===== src/core/dcs_pkg.sv =====
// Package for the converter input clock divider and latch path.
// Assumes one system clock; the double-rate converter clock arrives on a pin.
package dcs_pkg;

    localparam int DATA_W = 14;
    localparam logic [13:0] CODE_MAX = 14'h3fff;
    localparam logic [14:0] CODE_SPAN = 15'h4000;
    localparam logic [13:0] CODE_RST = 14'h0000;
    // Half-rate clock level forced while reset is held
    localparam logic HALF_CLK_RST = 1'b1;
    // Lock pin copy trails the half-rate clock by this many system cycles
    localparam int LOCK_DELAY = 1;
    localparam int BUF_DEPTH = 2;

    typedef struct packed {
        logic [13:0] code;
    } dcs_word_s;

    typedef struct packed {
        logic [14:0] true_units;
        logic [13:0] comp_units;
    } dcs_split_s;

    typedef enum logic [1:0] {
        DCS_HOLD,
        DCS_LOW,
        DCS_RUN
    } dcs_phase_e;

endpackage


===== src/core/dcs_buf2.sv =====
// Two-entry valid/ready buffer for input words.
// Assumes both sides on clk_sys with synchronous active-high reset.
`timescale 1ns/1ps
`default_nettype none
module dcs_buf2
    import dcs_pkg::*;
#(
    parameter int DEPTH = BUF_DEPTH
) (
    input wire logic clk_sys,
    input wire logic rst,
    input wire logic in_valid,
    output logic in_ready,
    input wire dcs_word_s in_word,
    output logic out_valid,
    input wire logic out_ready,
    output dcs_word_s out_word
);
    dcs_word_s mem_q [DEPTH];
    logic [1:0] cnt_q;
    logic rd_q;
    logic wr_q;
    logic push;
    logic pop;

    assign push = in_valid && in_ready;
    assign pop = out_valid && out_ready;
    assign in_ready = (cnt_q != 2'(DEPTH));
    assign out_valid = (cnt_q != 2'h0);
    assign out_word = mem_q[rd_q];

    always_ff @(posedge clk_sys) begin
        if (push) begin
            mem_q[wr_q] <= in_word;
        end
    end

    always_ff @(posedge clk_sys) begin
        if (rst) begin
            cnt_q <= 2'h0;
            rd_q <= 1'b0;
            wr_q <= 1'b0;
        end else begin
            if (push) begin
                wr_q <= ~wr_q;
            end
            if (pop) begin
                rd_q <= ~rd_q;
            end
            cnt_q <= cnt_q + 2'(push) - 2'(pop);
        end
    end
endmodule
`default_nettype wire


===== src/core/dcs_input_sync.sv =====
// Converter input timing: divides the double-rate clock, drives the lock pin
// copy, latches words and splits full-scale current by code.
// Assumes the double-rate clock and reset pin are slower than clk_sys / 4.
//
// Summary of operation
// - Device divides converter clock by two for the half-rate latch clock.
// - Delayed copy of half-rate clock drives the lock status pin.
// - Latch updates only on double-rate edge matching half-rate rising edge.
// - While reset is high, half-rate clock and lock pin copy stay high.
// - First double-rate rising edge after reset drives half-rate clock low.
// - Second edge drives it high and loads both input latch stages.
// - All-ones code gives near full current true, none on complement.
// - True output is code/16384, complement is 16383 minus code.
// - Input word is straight binary, data_msb most significant.
`timescale 1ns/1ps
`default_nettype none
module dcs_input_sync
    import dcs_pkg::*;
(
    input wire logic clk_sys,
    input wire logic rst,
    input wire logic conv_clk_pin,
    input wire logic reset_pin,
    input wire logic data_valid,
    output logic data_ready,
    input wire logic [13:0] data_in,
    output logic half_clk,
    output logic lock_status_clock_out,
    output logic lock_status_oe_n,
    output logic [13:0] latched_code,
    output logic latch_strobe,
    output logic [14:0] output_current_true,
    output logic [13:0] output_current_complement
);
    logic clk_s1_q;
    logic clk_s2_q;
    logic clk_s3_q;
    logic rst_s1_q;
    logic rst_s2_q;
    logic rise;
    dcs_phase_e phase_q;
    logic half_q;
    logic [LOCK_DELAY-1:0] lock_dly_q;
    dcs_word_s first_stage_q;
    dcs_word_s buf_word;
    logic buf_valid;
    logic buf_ready;
    dcs_word_s in_word;
    logic load;
    dcs_split_s split_rst;
    dcs_split_s split_new;

    function automatic dcs_split_s split_code(input logic [13:0] code);
        dcs_split_s s;
        s.true_units = {1'b0, code};
        s.comp_units = CODE_MAX - code;
        return s;
    endfunction

    // Two stages before any logic sees the pins
    always_ff @(posedge clk_sys) begin
        if (rst) begin
            clk_s1_q <= 1'b0;
            clk_s2_q <= 1'b0;
            clk_s3_q <= 1'b0;
            rst_s1_q <= 1'b1;
            rst_s2_q <= 1'b1;
        end else begin
            clk_s1_q <= conv_clk_pin;
            clk_s2_q <= clk_s1_q;
            clk_s3_q <= clk_s2_q;
            rst_s1_q <= reset_pin;
            rst_s2_q <= rst_s1_q;
        end
    end

    assign rise = clk_s2_q && !clk_s3_q;

    // Divide by two; reset pin parks the phase high
    always_ff @(posedge clk_sys) begin
        if (rst || rst_s2_q) begin
            phase_q <= DCS_HOLD;
            half_q <= HALF_CLK_RST;
        end else if (rise) begin
            case (phase_q)
                DCS_HOLD: begin
                    phase_q <= DCS_LOW;
                    half_q <= 1'b0;
                end
                DCS_LOW, DCS_RUN: begin
                    phase_q <= DCS_RUN;
                    half_q <= ~half_q;
                end
                default: begin
                    phase_q <= DCS_HOLD;
                    half_q <= HALF_CLK_RST;
                end
            endcase
        end
    end

    // Latch only on the edge raising the half-rate clock
    assign load = rise && !rst_s2_q && !half_q && (phase_q != DCS_HOLD);

    // Lock pin copy trails by a register stage
    always_ff @(posedge clk_sys) begin
        if (rst) begin
            lock_dly_q <= {LOCK_DELAY{HALF_CLK_RST}};
        end else begin
            // Oldest stage drops off the top, so any delay depth works
            lock_dly_q <= LOCK_DELAY'({lock_dly_q, half_q});
        end
    end

    always_ff @(posedge clk_sys) begin
        half_clk <= half_q;
        lock_status_clock_out <= lock_dly_q[LOCK_DELAY-1];
        lock_status_oe_n <= 1'b0;
    end

    // Straight binary, bit 13 is data_msb
    assign in_word.code = data_in;

    dcs_buf2 u_buf (
        .clk_sys(clk_sys),
        .rst(rst),
        .in_valid(data_valid),
        .in_ready(buf_ready),
        .in_word(in_word),
        .out_valid(buf_valid),
        .out_ready(load),
        .out_word(buf_word)
    );

    always_ff @(posedge clk_sys) begin
        if (rst) begin
            data_ready <= 1'b0;
        end else begin
            data_ready <= buf_ready;
        end
    end

    // Master then slave stage both load on the update edge; an empty buffer
    // holds the previous code rather than inventing one
    always_ff @(posedge clk_sys) begin
        if (rst) begin
            first_stage_q.code <= CODE_RST;
            latched_code <= CODE_RST;
            latch_strobe <= 1'b0;
        end else begin
            latch_strobe <= load;
            if (load && buf_valid) begin
                first_stage_q <= buf_word;
                latched_code <= buf_word.code;
            end
        end
    end

    // Current split in units of full scale / 16384
    assign split_rst = split_code(CODE_RST);
    assign split_new = split_code(buf_word.code);

    always_ff @(posedge clk_sys) begin
        if (rst) begin
            output_current_true <= split_rst.true_units;
            output_current_complement <= split_rst.comp_units;
        end else if (load && buf_valid) begin
            output_current_true <= split_new.true_units;
            output_current_complement <= split_new.comp_units;
        end
    end
endmodule
`default_nettype wire


===== config.mk =====
export PLATFORM = sky130hd
export DESIGN_NAME = dcs_input_sync
export DESIGN_NICKNAME = d
export VERILOG_FILES = /design/src/core/dcs_pkg.sv /design/src/core/dcs_buf2.sv /design/src/core/dcs_input_sync.sv
export SDC_FILE = /design/constraint.sdc
export NUM_CORES = 1
export LEC_CHECK = 0
export ABC_AREA = 0
export BUFFER_PORTS_ARGS = -buffer_cell sky130_fd_sc_hd__buf_2
export CORE_MARGIN = 2
export CORE_UTILIZATION = 31
export DETAILED_ROUTE_END_ITERATION = 12
export PLACE_DENSITY = 0.61
export SLEW_MARGIN = 20
export SYNTH_ARGS = -nofsm -noshare
export SYNTH_HDL_FRONTEND = slang
export SYNTH_SLANG_ARGS = --single-unit

===== constraint.sdc =====
create_clock -name clk_sys -period 2.3 [get_ports clk_sys]
set_input_delay 0.115 -clock clk_sys [delete_from_list [all_inputs] [get_ports clk_sys]]
set_output_delay 0.115 -clock clk_sys [all_outputs]
set_load 0.02 [all_outputs]

### Word level (Yosys, flattened, before mapping)

Memories as Yosys holds them, arrays and structs flattened. A register that Yosys moved wholly into a read port is not among the register bits.
Index checks and enable logic that the tools add are counted.

| word-level totals | value |
|---|---|
| bits in registers | 45 |
| RAM bits | 28 |
| input port bits | 19 |
| memories kept | 1 |

| cells by class | value |
|---|---|
| $add $sub $neg | 3 |
| eq/ne operators | 3 |
| muxes and demuxes | 6 |
| bitwise gates (word level) | 3 |
| reduce and logical (&&, ||, !) cells | 14 |

Memories:

| name | depth | bits a word | rd ports | clocked after Yosys merged registers in | wr ports | RTL line | source |
|---|---|---|---|---|---|---|---|
| u_buf.mem_q | 2 | 14 | 1 | 1 | 1 | dcs_buf2.sv:19 | `dcs_word_s mem_q [DEPTH];` |

Operators by type and width:

| operator | number |
|---|---|
| $sub 14x14->14 const A | 1 |
| $logic_and 1x1->1 | 6 |
| $mux 1 | 4 |
| $pmux 2 s2 | 1 |
| $reduce_bool 2->1 | 2 |
| $logic_not 1->1 | 3 |
| $not 1->1 | 3 |
| $add 2x1->2 | 1 |
| $eq 2x1->1 const B | 1 |
| $eq 2x2->1 const B | 1 |
| $logic_not 2->1 | 1 |
| $ne 2x2->1 const B | 1 |
| $pmux 1 s2 | 1 |
| $reduce_or 2->1 | 1 |
| $sub 2x1->2 | 1 |
| $logic_or 1x1->1 | 1 |

### Longest topological paths before layout

Gate-level depths: netlist of the first run.

| depth | value |
|---|---|
| word-level depth | 8 |
| depth in mapped cells | 11 |

### Cells and area by module

A second synthesis of the first run with hierarchy kept.

| unflattened totals | value |
|---|---|
| cell total of the unflattened synthesis | 237 |
| area, all modules | 2932.8 um^2 |

By module, submodules not included:

| module | instances | cells each | area an instance (um^2) | sequential area each (um^2) |
|---|---|---|---|---|
| dcs_input_sync | 1 | 170 | 1647.8 | 820.8 |
| dcs_buf2 | 1 | 67 | 1285.0 | 940.9 |

### Least setup slack after synthesis of the first run

No wires, ideal clock.

| timing | value |
|---|---|
| path type | register to register |
| start point | register phase_q[0] |
| end point | register u_buf.cnt_q[1] |
| arrival | 1.941 ns |
| required time | 2.168 ns |
| slack | 0.227 ns |
| stages on the path, launching flop included | 12 |
| buffers on the path | 0 |
| cell sequence | dfxtp_1 > inv_1 > ha_1 > nor4b_1 > nand2_1 > inv_1 > ha_1 > inv_1 > ha_1 > xor2_1 > and2_1 > nor3_1 |

| between the ends | value |
|---|---|
| word-level cells in the longest chain between the ends | 4 |

Ends and longest elaborated chain:

| element | RTL line | source |
|---|---|---|
| start, declared | dcs_input_sync.sv:41 | `dcs_phase_e phase_q;` |
| start signal, assigned | dcs_input_sync.sv:82 | `phase_q <= DCS_HOLD;` |
| start signal, assigned | dcs_input_sync.sv:87 | `phase_q <= DCS_LOW;` |
| start signal, assigned | dcs_input_sync.sv:91 | `phase_q <= DCS_RUN;` |
| $reduce_bool 2->1 | dcs_input_sync.sv:103 | `assign load = rise && !rst_s2_q && !half_q && (phase_q != DCS_HOLD);` |
| $logic_and 1x1->1 | dcs_input_sync.sv:103 |  |
| $logic_and 1x1->1 | dcs_buf2.sv:27 | `assign pop = out_valid && out_ready;` |
| net u_buf.pop | dcs_buf2.sv:24 | `logic pop;` |
| $sub 2x1->2 | dcs_buf2.sv:50 | `cnt_q <= cnt_q + 2'(push) - 2'(pop);` |
| end signal, assigned | dcs_buf2.sv:50 |  |
| end, declared | dcs_buf2.sv:20 | `logic [1:0] cnt_q;` |

The timed path passes the listed nets, and every way through them passes these cells.
A chain may end at the register's enable or synchronous reset.

### Final worst setup path of the first run

| timing | value |
|---|---|
| start point | register phase_q[0] |
| end point | register output_current_complement[1] |

| between the ends | value |
|---|---|
| word-level cells in the longest chain between the ends | 3 |

Ends and longest elaborated chain:

| element | RTL line | source |
|---|---|---|
| $reduce_bool 2->1 | dcs_input_sync.sv:103 |  |
| $logic_and 1x1->1 | dcs_input_sync.sv:103 |  |
| $logic_and 1x1->1 | dcs_input_sync.sv:167 | `end else if (load && buf_valid) begin` |
| end signal, assigned | dcs_input_sync.sv:166 | `output_current_complement <= split_rst.comp_units;` |
| end signal, assigned | dcs_input_sync.sv:169 | `output_current_complement <= split_new.comp_units;` |
| end, declared | dcs_input_sync.sv:33 | `output logic [13:0] output_current_complement` |

No other way between the ends.

==> flow_metrics.tcl, run 1 <==
set metrics [dict create \
    io_buffer_count 64 \
    grt_use_met1 0.147 \
    slew_viol_final 0 \
    finalSetupViolations 0 \
    vias_per_cell 4.40 \
    core.rowCount 35 \
    status "finished, final reports clean" \
    slowest_delay_ns 0.67 \
    grt_pass1_vias 1715 \
    cts.htree.levels 3 \
    gr-usage-all-layers 0.109 \
    clock-sinks 74 \
    cts_tree "done" \
    final_core_util 0.386 \
    cts.path.max_buffers 2 \
    gp_congestion 0.674 \
    worst_path_max_delay_cell "or4b_4" \
    dpl.hpwl_mm 3.60 \
    hold_path_class "input pin to flop" \
    synth_area_leaders "dfxtp_1, edfxtp_1, mux2i_1" \
    rsz0062_at_grt "no" \
    min_period_ns 2.07 \
    use_met2 0.159 \
    vdd_ir_drop_max_v 0.000233 \
    die_w_um 100 \
    clock_latency_ns 0.34 \
    dieHeight_um 100 \
    cts_root_buf "clkbuf_8" \
    end_kind "flop" \
    drc_errors 0 \
    place_area_um2 3160 \
    grt_pass1_wl_mm 8.39 \
    final_antenna_net_count 0 \
    slew_headroom 0.539 \
    final_nets 314 \
    die-area_um2 10000 \
    timing.final.ws_setup_ns 0.230 \
    numCtsBuffers 9 \
    fmax_mhz 483 \
    ys_seq_elements 74 \
    worst_pin_slew_ns 0.690 \
    synth.largest_area_cell "dfxtp_1" \
    place_ws_ns 0.195 \
    vias 1790 \
    worstSetupPathType "flop to flop" \
    ys_warn_count 0 \
    gr-usage-met3 0.0279 \
    crit_fanout 17 \
    cap_violations 0 \
    leakagePower_nw 1.37 \
    design_area_um2 3520 \
    grt_busiest_layer "met2" \
    drive_gt1_frac 0.321 \
    clkTransAtPathRegs_ns 0.06 \
    avgRoutedWirePerCell_um 12.7 \
    cp-start-kind "flop" \
    dp_cells 375 \
    ys_types 36 \
    initial_core_util 0.315 \
    drt-initial-drc-count 57 \
    cp.required_ns 2.50 \
    fillers 901 \
    diodes 0 \
    crit_arrival_ns 2.27 \
    period_share 0.900 \
    finalNonFillerCells 407 \
    synth_area_um2 2870 \
    cts_setup_buffers 0 \
    antenna_found_initial 0 \
    routed_wl_mm 5.18 \
    p_per_area_nw_per_um2 709 \
    core_um2 9110 \
    skew_ns 0.0124 \
    postSynthCellCount 224 \
    overflow 0 \
    ioPinCount 67 \
    hold_viol_final 0 \
    drt_pre_antenna_iters 4 \
    synth.yosys.seq_area_share 0.614 \
    fin_total_pwr_mw 2.49 \
    grt_max_degree 27 \
    synth_top_area_frac 0.321 \
    tns_ns 0 \
    syn2layout_area_growth_pct 22.5 \
    avgSynthCellArea_um2 12.8 \
    crit_chain "inv_1, ha_1, or4b_4, nor4_1, a21oi_1" \
    whs_ns 0.162 \
]
-- path summary, 6_finish.rpt --
path | from | to | slack (ns) | cells after the start
max reg2reg | phase_q[0] | output_current_complement[1] | 0.23 | 5
max | phase_q[0] | output_current_complement[1] | 0.23 | 5
min reg2reg | lock_dly_q | lock_status_clock_out | 0.34 | 0
min | data_valid | u_buf.wr_q | 0.16 | 4
-- repair_timing --
action / CTS / global route
gates resized for setup: 0 / 1
endpoints found under the hold margin: 30 / 0
endpoints found under the setup margin: 0 / 1
hold buffers: 16 / 0
-- sequential cells by signal (all words and copies together) (netlist names), named ones only --
register,flops
u_buf.mem_q,28
output_current_complement,14
output_current_true,14
phase_q,2
u_buf.cnt_q,2
clk_s1_q,1
clk_s2_q,1
clk_s3_q,1
data_ready,1
half_clk,1
half_q,1
latch_strobe,1
lock_dly_q,1
lock_status_clock_out,1
rst_s1_q,1
rst_s2_q,1
u_buf.rd_q,1
u_buf.wr_q,1
-- cell families (layout without fill, tap and decap cells) --
logic type,Yosys count,count (layout),share of synthesized area
flip-flops,74,74,0.614
AO/OA/AOI/OAI,38,38,0.0885
other,1,2,0.00131
XOR/XNOR,1,1,0.00305
AND/OR/NAND/NOR,53,53,0.138
multiplexers,16,16,0.0558
adder cells (fa/ha/maj),4,4,0.0174
buffers and inverters,37,108,0.0824
-- critical path, delay by kind of cell, from the launching register on --
family,cells,cell delay [ns]
buf+inv,1,0.06
fa+ha+maj,1,0.23
simple gates,2,1.21
compound gates,1,0.09
flops,1,0.33
-- cell usage in the layout (no fill, tap or decap), types with 2 or more instances in the layout --
master / instances
nor3_1: 3
clkbuf_8: 9
clkbuf_1: 4
dfxtp_1: 46
nor4_1: 5
inv_1: 8
buf_2: 64
dlygate4sd3_1: 16
a21oi_1: 16
a31o_1: 12
nand2_1: 2
nor4_4: 7
edfxtp_1: 28
mux2i_1: 16
or2_2: 2
conb_1: 2
nor2_1: 19
buf_4: 4
nor2b_1: 6
o21ai_0: 4
or3_1: 2
ha_1: 4
and2_1: 2
-- layout make-up --
| class | instances | area [µm²] | share of cell area |
|---|---|---|---|
| Clock buffer | 13 | 139 | 0.0395 |
| Clock inverter | 3 | 42.5 | 0.0121 |
| Tap cell | 111 | 139 | 0.0395 |
| Sequential cell | 74 | 1760 | 0.501 |
| Timing Repair Buffer | 84 | 510 | 0.145 |
| Multi-Input combinational cell | 114 | 895 | 0.254 |
| Inverter | 8 | 30.0 | 0.00854 |
-- layer usage --
layer	routed length, µm	share of wire	vias up
met5	0	0	-
met2	2330	0.45	41
met1	2540	0.49	826
met3	209	0.040	7
met4	101	0.020	0
li1	-	-	916
-- report_power, final --
group          internal, mW  switching, mW
Sequential             1.41         0.0162
Clock                 0.501          0.441
Combinational        0.0528         0.0758
Total                  1.96          0.533
-- Yosys cell counts, drive strengths merged --
master	instances
o21a	1
inv	8
nor4	13
nand2b	1
clkbuf	6
nor2b	6
mux2i	16
o21bai	1
a21oi	16
nor4b	1
o311ai	1
ha	4
nand2	2
buf	23
a31o	13
conb	1
or2	3
dfxtp	46
or3	2
o21ai	4
or4b	1
edfxtp	28
nor3	3
and2	2
a31oi	1
xor2	1
nor2	19
o21ba	1
Note: power is estimated with default switching activity, not from simulation.
==> inputs of run 2 (changes only) <==
- SYNTH_HIERARCHICAL: unset -> 1
==> flow_metrics.tcl, run 2 <==
set metrics [dict create \
    skew_ns 0.0105 \
    wl_met1_mm 2.78 \
    leakagePower_nw 1.41 \
    route.met2.wl_mm 2.58 \
    final_nets 328 \
    avgRoutedWirePerCell_um 13.7 \
    status "finished, final reports clean" \
    routed.top_layer "met4" \
    cts_setup_buffers 0 \
    ys_warn_count 6 \
    finalSetupViolations 0 \
    end_kind "flop" \
    grt_pass1_vias 1854 \
    fillers 908 \
    initial_core_util 0.319 \
    synth_common_cells "dfxtp_1, edfxtp_1, buf_4, o21ai_0" \
    p_sw_mw 0.562 \
    cts.path.max_buffers 2 \
    timing.final.ws_setup_ns 0.125 \
    fmax_mhz 460 \
    final_antenna_net_count 0 \
    ys_seq_elements 74 \
    antenna_found_initial 0 \
    synth.largest_area_cell "dfxtp_1" \
    clock_latency_ns 0.34 \
    ys_types 37 \
    cts_root_buf "clkbuf_8" \
    final_cell_mix "buf_2, dfxtp_1, edfxtp_1" \
    io_buffer_count 64 \
    route.met3.wl_um 327 \
    die-area_um2 10300 \
    vias_per_cell 4.61 \
    ioPinCount 67 \
    synth_top_area_frac 0.314 \
    drt-initial-drc-count 118 \
    slew_headroom 0.475 \
    crit_fanout 2 \
    regMostFlops "u_buf/mem_q" \
    rsz0062_at_grt "no" \
    power_frac_clock 0.379 \
    vdd_ir_drop_max_v 0.000238 \
    cp-start-kind "flop" \
    cp.required_ns 2.50 \
    cts.htree.levels 3 \
    whs_ns 0.155 \
    period_share 0.946 \
    gr-usage-all-layers 0.118 \
    fin_total_pwr_mw 2.58 \
    min_period_ns 2.17 \
    hold_viol_final 0 \
    numCtsBuffers 9 \
    worstSetupPathType "flop to flop" \
    worst_pin_slew_ns 0.788 \
    tns_ns 0 \
    core.rowCount 35 \
    grt_max_degree 46 \
    diodes 0 \
    drt_pre_antenna_iters 4 \
    post-synth-top-count-cell "dfxtp_1" \
    vias 1939 \
    syn2layout_area_growth_pct 22.9 \
    clkTransAtPathRegs_ns 0.07 \
    routed_wl_mm 5.77 \
    drc_errors 0 \
    crit_chain "inv_1, ha_1, or3_4, nor2_2, o21a_2, ha_1, inv_1, ha_2, xor2_2, xnor2_1, nor2_1" \
    place_area_um2 3230 \
    gp_congestion 0.665 \
    switching_share 0.218 \
    cap_violations 0 \
    overflow 0 \
    pwr-share-seq 0.555 \
    synth_area_um2 2930 \
    die_w_um 101 \
    postSynthCellCount 237 \
    crit_arrival_ns 2.38 \
    hold_path_class "input pin to flop" \
    worst_path_max_delay_cell "or3_4" \
    p_comb_frac 0.065 \
    clock-sinks 74 \
    largest_reg_flops 28 \
    layout_commonest_cell "buf_2" \
    grt_pass1_wl_mm 9.21 \
    p_per_area_nw_per_um2 715 \
    dpl.hpwl_mm 3.89 \
    place_ws_ns 0.126 \
    dieHeight_um 101 \
    biggestRegsByFlops "u_buf/mem_q x28, output_current_complement x14, output_current_true x14" \
    synthArstFlopShare 0 \
    avgSynthCellArea_um2 12.4 \
    design_area_um2 3600 \
    synth_area_leaders "dfxtp_1, edfxtp_1, mux2_4" \
    synth.yosys.seq_area_share 0.601 \
    ys.flop_type "dfxtp_1" \
    p_int_mw 2.02 \
    synth_edf_count 28 \
    core_um2 9200 \
    slew_viol_final 0 \
    slowest_delay_ns 0.34 \
    cts_tree "done" \
    drive_gt1_frac 0.358 \
]
==> run 2: cell families after synthesis <==
group           after synthesis  share of synthesized area
xor+xnor                      3                    0.00896
mux                          17                     0.0785
buf+inv                      34                     0.0776
other cells                   1                    0.00128
fa+ha+maj                     4                     0.0171
flops                        74                      0.601
simple gates                 56                      0.112
compound gates               48                      0.104
==> run 2: worst paths after layout <==
check,startpoint,endpoint,slack [ns],cells past startpoint
hold / removal,data_valid,u_buf/wr_q,0.15,3
setup reg to reg,phase_q[0],u_buf/cnt_q[1],0.13,11
setup / recovery,phase_q[0],u_buf/cnt_q[1],0.13,11
hold reg to reg,lock_dly_q,lock_status_clock_out,0.33,0
==> run 2: final cells by class <==
type | count | area [µm²] | share of cell area
clock buffer | 10 | 138 | 0.0382
clock inverter | 6 | 56.3 | 0.0156
inverter | 3 | 11.3 | 0.00312
multi-input combinational | 130 | 965 | 0.268
sequential | 74 | 1760 | 0.489
tap | 111 | 139 | 0.0385
timing repair buffer | 87 | 533 | 0.148
==> run 2: stage by stage <==
step	utilization	instances
after floorplan	-	238
after global placement	0.351	389
after detailed placement	0.351	389
after CTS	0.390	421
after global routing	0.392	421
final	0.392	421
==> run 2: per-layer routing <==
metal,vias to the layer above,GRT usage
li1,957,-
met4,0,0.0499
met2,55,0.179
met5,-,0
met3,7,0.0359
met1,920,0.156
==> run 2: worst max-delay path: cells and delay by family (launching register included) <==
family          cells  cell delay, ns
fa+ha+maj           3            0.62
simple gates        3            0.51
flops               1            0.33
xor+xnor            2            0.29
compound gates      1            0.16
buf+inv             2            0.12
==> run 2: power groups by stage <==
stage / logic [mW] / clock network, mW / registers, mW
floorplan: 0.0974 / 0 / 1.46
global placement: 0.143 / 0 / 1.46
detailed placement: 0.147 / 0 / 1.46
CTS: 0.169 / 1.00 / 1.43
global route: 0.186 / 1.07 / 1.44
finish: 0.168 / 0.978 / 1.43
==> run 2: repair_timing <==
action,CTS,global route
hold buffers,16,0
resized for setup,0,4
hold endpoints to repair,30,0
endpoints found under the setup margin,0,1
